===== config.mk =====
export PLATFORM = sky130hd
export DESIGN_NAME = soc_osc_ctrl
export DESIGN_NICKNAME = d
export VERILOG_FILES = /design/src/rtl/soc_pkg.sv /design/src/rtl/soc_osc_ctrl.sv
export SDC_FILE = /design/constraint.sdc
export NUM_CORES = 1
export LEC_CHECK = 0
export ABC_AREA = 1
export BUFFER_PORTS_ARGS = -buffer_cell sky130_fd_sc_hd__buf_4
export CAP_MARGIN = 10
export CORE_MARGIN = 2
export CORE_UTILIZATION = 45
export DETAILED_ROUTE_END_ITERATION = 12
export PLACE_DENSITY = 0.64
export SLEW_MARGIN = 5
export SYNTH_ARGS = -nofsm -noshare
export SYNTH_HDL_FRONTEND = slang
export SYNTH_SLANG_ARGS = --single-unit

===== constraint.sdc =====
create_clock -name clk -period 1.7 [get_ports clk]
set_input_delay 0.085 -clock clk [delete_from_list [all_inputs] [get_ports clk]]
set_output_delay 0.085 -clock clk [all_outputs]
set_load 0.02 [all_outputs]

===== src/rtl/soc_pkg.sv =====
package soc_pkg;

  // ****************************************************************
  // register map and reset values
  // ****************************************************************
  localparam int          ADDR_W          = 8;
  localparam int          DATA_W          = 8;
  localparam logic [7:0]  OSC_CTRL_ADDR   = 8'h00;
  localparam logic [2:0]  FREQ_SEL_RESET  = 3'h6;
  localparam logic [2:0]  FREQ_SEL_SLOW   = 3'h0;
  localparam logic [2:0]  FREQ_SEL_TOP    = 3'h7;
  localparam int          FREQ_SEL_LSB    = 4;
  localparam int          STARTUP_BIT     = 3;
  localparam int          FAST_STABLE_BIT = 2;
  localparam int          SLOW_STABLE_BIT = 1;
  localparam int          CLK_SEL_BIT     = 0;
  localparam logic        CLK_SEL_RESET   = 1'b0;

  // ****************************************************************
  // timing
  // ****************************************************************
  localparam int          CLK_PERIOD_NS   = 8;
  localparam int          STARTUP_CYCLES  = 1024;
  localparam logic [10:0] STARTUP_LAST    = 11'(STARTUP_CYCLES - 1);
  localparam int          SWITCH_NS       = 1000;
  localparam int          SWITCH_CYCLES   =
    (SWITCH_NS + CLK_PERIOD_NS - 1) / CLK_PERIOD_NS;
  localparam int          WARMUP_NS       = 1000;
  localparam int          WARMUP_CYCLES   =
    (WARMUP_NS + CLK_PERIOD_NS - 1) / CLK_PERIOD_NS;
  localparam int          SYNC_W          = 4;

  // ****************************************************************
  // types
  // ****************************************************************
  typedef enum logic [2:0] {
    FOSC_WATCH_XTAL = 3'h0,
    FOSC_MEDIUM_XTAL = 3'h1,
    FOSC_HIGH_XTAL  = 3'h2,
    FOSC_EXT_LOGIC  = 3'h3,
    FOSC_INT_IO     = 3'h4,
    FOSC_INT_CLKOUT = 3'h5,
    FOSC_RESCAP_IO     = 3'h6,
    FOSC_RESCAP_CLKOUT = 3'h7
  } soc_fosc_t;

  typedef enum logic [1:0] {
    GAIN_OFF  = 2'h0,
    GAIN_LOW  = 2'h1,
    GAIN_MID  = 2'h2,
    GAIN_HIGH = 2'h3
  } soc_gain_t;

  typedef struct packed {
    soc_fosc_t fosc_mode;
    logic      two_speed_start_enable;
    logic      fail_safe_enable;
  } soc_cfg_t;

  typedef struct packed {
    logic       slow_select;
    logic [2:0] div_shift;
  } soc_freq_t;

endpackage : soc_pkg


===== src/rtl/soc_osc_ctrl.sv =====
`timescale 1ns/10ps

// Behaviour
// frequency code 111 is 8 MHz, halving per step, 000 picks slow oscillator
// frequency select field resets to 110, giving 4 MHz
// bit 3 reads 1 on external clock, 0 on internal oscillator
// bit 3 resets to 0 with two-speed plus crystal, or fail-safe
// bit 2 shows fast oscillator stable, resets to 0
// bit 1 shows slow oscillator stable, resets to 0
// writable bit 0 picks internal oscillator when 1, resets to 0
// bit 7 reads zero and ignores writes
// crystal modes count 1024 input cycles after reset and wake-up
// execution held while the start-up count runs
// a clock source switch waits a settle delay first
// reset or wake toward internal oscillator waits a warm-up delay
// external logic clock mode starts with no start-up delay
// external logic clock mode frees the second oscillator pin
// state is kept when the input clock stops, resumes in place
// amplifier gain follows crystal mode: low, medium, high
// clock source mode comes from a three-bit configuration field
// switch waits current clock fall, holds output low, waits new rise
// fast oscillator on when code nonzero and select or two-speed set
// start-up count restarts on each event, releases on terminal cycle
module soc_osc_ctrl
  import soc_pkg::*;
#(
  parameter int WARM_CYCLES   = WARMUP_CYCLES,
  parameter int SETTLE_CYCLES = SWITCH_CYCLES
) (
  // clock and reset
  input  wire logic              clk,
  input  wire logic              rst,
  // register port
  input  wire logic [ADDR_W-1:0] addr,
  input  wire logic [DATA_W-1:0] wdata,
  input  wire logic              wr,
  input  wire logic              rd,
  output logic      [DATA_W-1:0] rdata,
  // configuration word and events
  input  wire soc_cfg_t          configuration_word_one,
  input  wire logic              wake_from_sleep,
  // analog oscillator side, asynchronous
  input  wire logic              oscillator_pin_in,
  input  wire logic              int_osc_phase,
  input  wire logic              fast_osc_ready,
  input  wire logic              slow_osc_ready,
  // clock control outputs
  output logic                   exec_hold,
  output logic                   clk_out_hold_low,
  output logic                   sys_clk_internal,
  output soc_freq_t              postscaler_select,
  output logic                   fast_internal_oscillator_en,
  output logic                   slow_internal_oscillator_en,
  output soc_gain_t              amp_gain,
  output logic                   oscillator_pin_out_gpio
);

  // ****************************************************************
  // helpers
  // ****************************************************************
  // decode the frequency code into slow select and divide shift
  function automatic soc_freq_t freq_decode(input logic [2:0] code);
    soc_freq_t f;
    f.slow_select = (code == FREQ_SEL_SLOW);
    f.div_shift   = FREQ_SEL_TOP - code;
    if (code == FREQ_SEL_SLOW) begin
      f.div_shift = 3'h0;
    end
    return f;
  endfunction : freq_decode

  // crystal modes need the start-up count
  function automatic logic is_crystal(input soc_fosc_t m);
    return (m == FOSC_WATCH_XTAL) || (m == FOSC_MEDIUM_XTAL) ||
           (m == FOSC_HIGH_XTAL);
  endfunction : is_crystal

  typedef enum logic [2:0] {
    ST_RUN    = 3'b000,
    ST_SETTLE = 3'b010,
    ST_FALL   = 3'b110,
    ST_RISE   = 3'b111,
    ST_OST    = 3'b001,
    ST_WARM   = 3'b011
  } soc_state_t;

  // ****************************************************************
  // input synchronisers
  // ****************************************************************
  logic [SYNC_W-1:0] sync1;
  logic [SYNC_W-1:0] sync2;
  logic [SYNC_W-1:0] sync3;
  logic [SYNC_W-1:0] lvl;
  logic [SYNC_W-1:0] next_lvl;
  logic              osc_rise;
  logic              osc_fall;
  logic              int_rise;
  logic              int_fall;

  // a change counts once second and third stage agree
  always_comb begin
    for (int i = 0; i < SYNC_W; i++) begin
      next_lvl[i] = (sync2[i] == sync3[i]) ? sync3[i] : lvl[i];
    end
  end

  always_ff @(posedge clk) begin
    if (rst) begin
      sync1 <= '0;
      sync2 <= '0;
      sync3 <= '0;
      lvl   <= '0;
    end else begin
      sync1 <= {slow_osc_ready, fast_osc_ready, int_osc_phase,
                oscillator_pin_in};
      sync2 <= sync1;
      sync3 <= sync2;
      lvl   <= next_lvl;
    end
  end

  assign osc_rise = next_lvl[0] & ~lvl[0];
  assign osc_fall = ~next_lvl[0] & lvl[0];
  assign int_rise = next_lvl[1] & ~lvl[1];
  assign int_fall = ~next_lvl[1] & lvl[1];

  // ****************************************************************
  // control register and configuration
  // ****************************************************************
  soc_cfg_t   cfg;
  logic [2:0] internal_freq_select;
  logic       system_clock_select;
  logic [2:0] next_internal_freq_select;
  logic       next_scs;
  logic       ctrl_wr;

  assign ctrl_wr = wr && (addr == OSC_CTRL_ADDR);

  // reserved bit
  // only the field and select bits take writes
  always_comb begin
    next_internal_freq_select = internal_freq_select;
    next_scs  = system_clock_select;
    if (ctrl_wr) begin
      next_internal_freq_select = wdata[FREQ_SEL_LSB +: 3];
      next_scs  = wdata[CLK_SEL_BIT];
    end
  end

  // mode field
  // configuration word is captured while reset is held
  always_ff @(posedge clk) begin
    if (rst) begin
      cfg  <= configuration_word_one;
      // field reset value
      internal_freq_select <= FREQ_SEL_RESET;
      system_clock_select  <= CLK_SEL_RESET;
    end else begin
      internal_freq_select <= next_internal_freq_select;
      system_clock_select  <= next_scs;
    end
  end

  // ****************************************************************
  // start-up and clock switch sequencer
  // ****************************************************************
  soc_state_t  state;
  soc_state_t  next_state;
  logic [10:0] cnt;
  logic [10:0] next_cnt;
  logic        boot;
  logic        applied_int;
  logic        next_applied_int;
  logic [2:0]  applied_internal_freq_select;
  logic [2:0]  next_applied_internal_freq_select;
  logic        startup_timeout_status;
  logic        next_startup_timeout_status;
  logic        evt;
  logic        target_int;
  logic        cur_fall;
  logic        new_rise;
  logic        ost_done;

  assign evt        = boot | wake_from_sleep;
  assign target_int = system_clock_select || (cfg.fosc_mode == FOSC_INT_IO) ||
                      (cfg.fosc_mode == FOSC_INT_CLKOUT);
  assign cur_fall   = applied_int ? int_fall : osc_fall;
  assign new_rise   = target_int ? int_rise : osc_rise;
  assign ost_done   = (state == ST_OST) && osc_rise && (cnt == STARTUP_LAST);

  always_comb begin
    next_state        = state;
    next_cnt          = cnt;
    next_applied_int  = applied_int;
    next_applied_internal_freq_select = applied_internal_freq_select;
    next_startup_timeout_status         = startup_timeout_status;
    // restart on event
    if (evt) begin
      next_cnt          = '0;
      next_applied_int  = target_int;
      next_applied_internal_freq_select = internal_freq_select;
      if (target_int) begin
        // warm-up wait
        next_state = ST_WARM;
      end else if (is_crystal(cfg.fosc_mode)) begin
        // start-up count
        next_state = ST_OST;
      end else begin
        // no start-up delay
        next_state = ST_RUN;
        next_startup_timeout_status  = 1'b1;
      end
    end else begin
      unique case (state)
        ST_RUN: begin
          // running source flag
          next_startup_timeout_status = ~applied_int;
          if (target_int != applied_int || internal_freq_select != applied_internal_freq_select) begin
            next_state = ST_SETTLE;
            next_cnt   = '0;
          end
        end
        ST_SETTLE: begin
          // settle before switch
          next_cnt = cnt + 11'h001;
          if (cnt >= 11'(SETTLE_CYCLES - 1)) begin
            next_state = ST_FALL;
          end
        end
        ST_FALL: begin
          // wait current clock fall
          if (cur_fall) begin
            next_state = ST_RISE;
          end
        end
        ST_RISE: begin
          // wait new clock rise
          if (new_rise) begin
            next_state        = ST_RUN;
            next_applied_int  = target_int;
            next_applied_internal_freq_select = internal_freq_select;
          end
        end
        ST_OST: begin
          // no input edges means the count simply waits
          if (osc_rise) begin
            next_cnt = cnt + 11'h001;
          end
          if (ost_done) begin
            next_state = ST_RUN;
            next_startup_timeout_status  = 1'b1;
          end
        end
        ST_WARM: begin
          next_cnt = cnt + 11'h001;
          if (cnt >= 11'(WARM_CYCLES - 1)) begin
            next_state = ST_RUN;
            next_startup_timeout_status  = 1'b0;
          end
        end
        default: next_state = ST_RUN;
      endcase
    end
  end

  always_ff @(posedge clk) begin
    if (rst) begin
      state        <= ST_RUN;
      cnt          <= '0;
      boot         <= 1'b1;
      applied_int  <= 1'b0;
      applied_internal_freq_select <= FREQ_SEL_RESET;
      // start-up flag reset value
      startup_timeout_status         <= !((configuration_word_one.two_speed_start_enable &&
                         is_crystal(configuration_word_one.fosc_mode)) ||
                        configuration_word_one.fail_safe_enable);
    end else begin
      state        <= next_state;
      cnt          <= next_cnt;
      boot         <= 1'b0;
      applied_int  <= next_applied_int;
      applied_internal_freq_select <= next_applied_internal_freq_select;
      startup_timeout_status         <= next_startup_timeout_status;
    end
  end

  // ****************************************************************
  // outputs
  // ****************************************************************
  logic high_freq_stable;
  logic low_freq_stable;

  // hold during start-up count
  assign exec_hold = ((state == ST_OST) && !ost_done) ||
                     (state == ST_WARM);
  // clock output held low
  assign clk_out_hold_low = (state == ST_RISE);
  // internal clock select
  assign sys_clk_internal = applied_int;
  // frequency decode
  assign postscaler_select = freq_decode(applied_internal_freq_select);
  // fast oscillator enable
  assign fast_internal_oscillator_en =
    (internal_freq_select != FREQ_SEL_SLOW) && (system_clock_select || cfg.two_speed_start_enable);
  assign slow_internal_oscillator_en =
    (internal_freq_select == FREQ_SEL_SLOW) && (system_clock_select || cfg.two_speed_start_enable);
  // second pin freed
  assign oscillator_pin_out_gpio =
    (cfg.fosc_mode == FOSC_EXT_LOGIC) ||
    (cfg.fosc_mode == FOSC_RESCAP_IO) ||
    (cfg.fosc_mode == FOSC_INT_IO);
  // fast stable status
  assign high_freq_stable = lvl[2] & fast_internal_oscillator_en;
  // slow stable status
  assign low_freq_stable = lvl[3] & slow_internal_oscillator_en;

  // gain from crystal mode
  always_comb begin
    unique case (cfg.fosc_mode)
      FOSC_WATCH_XTAL:  amp_gain = GAIN_LOW;
      FOSC_MEDIUM_XTAL: amp_gain = GAIN_MID;
      FOSC_HIGH_XTAL:   amp_gain = GAIN_HIGH;
      default:          amp_gain = GAIN_OFF;
    endcase
  end

  // read data stands one cycle after the strobe
  logic [DATA_W-1:0] next_rdata;
  always_comb begin
    next_rdata = '0;
    if (rd && addr == OSC_CTRL_ADDR) begin
      next_rdata = {1'b0, internal_freq_select, startup_timeout_status, high_freq_stable, low_freq_stable, system_clock_select};
    end
  end

  always_ff @(posedge clk) begin
    if (rst) begin
      rdata <= '0;
    end else begin
      rdata <= next_rdata;
    end
  end
endmodule : soc_osc_ctrl


==> out/qor.yml <==
setup_slack_ps: 145
finalSetupViolations: 0
hold_viol: 0
drt-pass1-iter-count: 4
outcome: "complete, no violations"
grt_pass1_wl_mm: 9.39
clock.fmax_mhz: 643
cts_buffer_depth: 2
vdd_ir_drop_max_mv: 0.528
synth_compound_area_share_pct: 11.8
nNetsFinal: 437
yosysWarnings: 0
fin_setup_tns_ps: 0
diodes: 0
synth_cell_types: 35
required_ps: 1620
die_w_um: 78.3
ys_ff_latch: 51
place.gp.congestion: 0.836
path_cells: "ha_4 -> nand3_1 -> nor2_1 -> nand3_1 -> nand2_1 -> o21ai_0 -> buf_4"
dpl.cell_count: 462
synth_fa_ha_area_share_pct: 1.01
post_synth_xor_area_fraction_pct: 2.12
stdcell_area_um2: 3090
fin_cells: 478
min_path_type: "in2reg"
dr_wl_met2_mm: 2.76
antenna_found_initial: 0
utilization_pct: 57.1
final_common_cell: "nand2_1"
place.port_buffers: 44
die-height_um: 78.3
grtUsageTotal_pct: 19.0
postRouteAntennaNets: 0
finalMaxSlewViolations: 0
syn_to_final_growth_pct: 24.3
synthSimpleGateAreaFrac_pct: 31.1
place_hpwl_mm: 4.13
root_buffer: "clkbuf_8"
dr.max_layer_used: "met4"
arrival_ps: 1470
routedLengthMet1_mm: 2.49
grt_max_degree: 24
drc: 0
cp_slowest_stage_delay_ps: 390
clkTransAtPathRegs_ps: 90
io_pins: 50
grt_overflow_total: 0
wl_met3_um: 152
routed_wl_mm: 5.45
leakage_nw: 1.33
slowest_stage: "dfxtp_1"
worstSkewPairLatency_ps: 300
seq_area_frac_synth_pct: 43.1
vias: 2291
start_util_pct: 45.9
startpoint_type: "flip-flop"
placedInstanceArea_um2: 2910
syn_area_um2: 2480
cts_buffers: 5
path_buf_inv: 1
fin_skew_ps: 2.66
cp_max_fo: 4
clkSinkCount: 51
synth_top_family_by_area: "simple AND/OR/NAND/NOR gates"
syn_nets: 378
syn_area_per_cell_um2: 7.18
path_class: "reg2out"
wl_per_cell_um: 11.4
maxCapViolations: 0
layout_common_cells: "nand2_1 (70), buf_4 (52), nor2_1 (51)"
drtIter0Drc: 106
htree_levels: 2
r2r_slack_ps: 170
drive_above_1_share_pct: 21.9
synth_cells: 346
placement_rows: 27
n_fill_cell: 553
rsz0062_at_grt: "false"
min_period_ps: 1560
power_density_nw_per_um2: 782
coreArea_um2: 5410
crit_family: "flip-flops"
post-route-period-util_pct: 91.5
grt_pass1_vias: 2216
pre_cts_slack_ps: 117
cp-end-kind: "output pin"
path_common_cell: "nand3_1"
synth_mux_area_share_pct: 0
die_area_um2: 6130
viasPerCell: 4.79
cts_tree: "done"
==> routing by layer <==
metal,track usage (%),up-vias
met5,0,-
met4,4.21,0
met3,4.14,5
met2,35.0,36
met1,22.4,1040
li1,-,1210
==> where the power goes <==
group,switching [mW],internal [mW]
Clock,0.395,0.289
Sequential,0.0297,1.25
Combinational,0.272,0.176
==> Yosys cell counts <==
master / instances / area share [%]
nand2_1: 70 / 11
nor2_1: 51 / 7.7
inv_1: 48 / 7.3
dfxtp_1: 46 / 37
nand3_1: 28 / 5.6
a21oi_1: 22 / 4.4
a21oi_2: 9 / 3.2
inv_2: 7 / 1.1
o21ai_0: 7 / 1.4
nor3_1: 6 / 1.2
edfxtp_1: 5 / 6.0
nand2_2: 4 / 1.0
nand4_1: 4 / 1.0
nor2_2: 4 / 1.0
o211ai_1: 4 / 1.2
xor2_1: 4 / 1.4
buf_6: 3 / 1.4
a211oi_1: 2 / 0.60
buf_2: 2 / 0.40
ha_1: 2 / 1.0
nor4_1: 2 / 0.50
o21ai_1: 2 / 0.40
xnor2_1: 2 / 0.71
a31oi_1: 1 / 0.25
buf_1: 1 / 0.15
buf_4: 1 / 0.30
clkbuf_1: 1 / 0.15
conb_1: 1 / 0.15
nand3_2: 1 / 0.40
nor2_4: 1 / 0.45
nor3_2: 1 / 0.40
nor3_4: 1 / 0.66
o32ai_1: 1 / 0.35
or2_0: 1 / 0.25
or2_2: 1 / 0.25
==> sequential cells by signal (all words and copies together), names as in the netlist, 4 cells and up <==
signal,flops
cfg,4
lvl,4
rdata,7
sync2,4
sync1,4
sync3,4
cnt,11
==> final timing paths <==
check	from	end	cells past startpoint
worst max-delay path	cnt[0]$_SDFFE_PP0P_	exec_hold	7
worst min-delay path	wdata[6]	internal_freq_select[2]$_SDFFE_PP1P_	3
worst max register to register	state[2]$_SDFFE_PP0P_	cnt[2]$_SDFFE_PP0P_	8
worst min register to register	sync1[0]$_SDFF_PP0_	sync2[0]$_SDFF_PP0_	2
==> final cells by class <==
class | instances | area (um2) | share of cell area (%)
clock inverters | 2 | 12.5 | 0.405
repair buffers | 60 | 470 | 15.2
well taps | 72 | 90.1 | 2.92
multi-input cells | 232 | 1160 | 37.6
inverters | 55 | 209 | 6.77
flip-flops and latches | 51 | 1070 | 34.7
clock buffers | 6 | 72.6 | 2.35
==> worst min-delay path, cell delays in order <==
cell      delay, ps
buf_4            80
nand2_1          40
o211ai_1         70
==> cell families (layout without fill, tap and decap cells) <==
group,after synthesis,in the layout
AO/OA/AOI/OAI,48,48
XOR/XNOR,6,6
adder cells (fa/ha/maj),2,2
buffers and inverters,63,123
flip-flops,51,51
other,1,1
AND/OR/NAND/NOR,175,175
==> repair_timing <==
action	in CTS	in global routing
hold buffers	8	0
resized for setup	0	4
setup buffers	0	0
endpoints found under the setup margin	0	7
hold endpoints to repair	8	0
==> through the flow <==
step	total power, mW	hold WS, ps
2_1_floorplan	1.59	113
3_3_place_gp	1.73	274
3_5_place_dp	1.74	275
4_1_cts	2.43	3.19
5_1_grt	2.54	3.83
6_report	2.41	6.05
(Power assumes the default switching activity.)
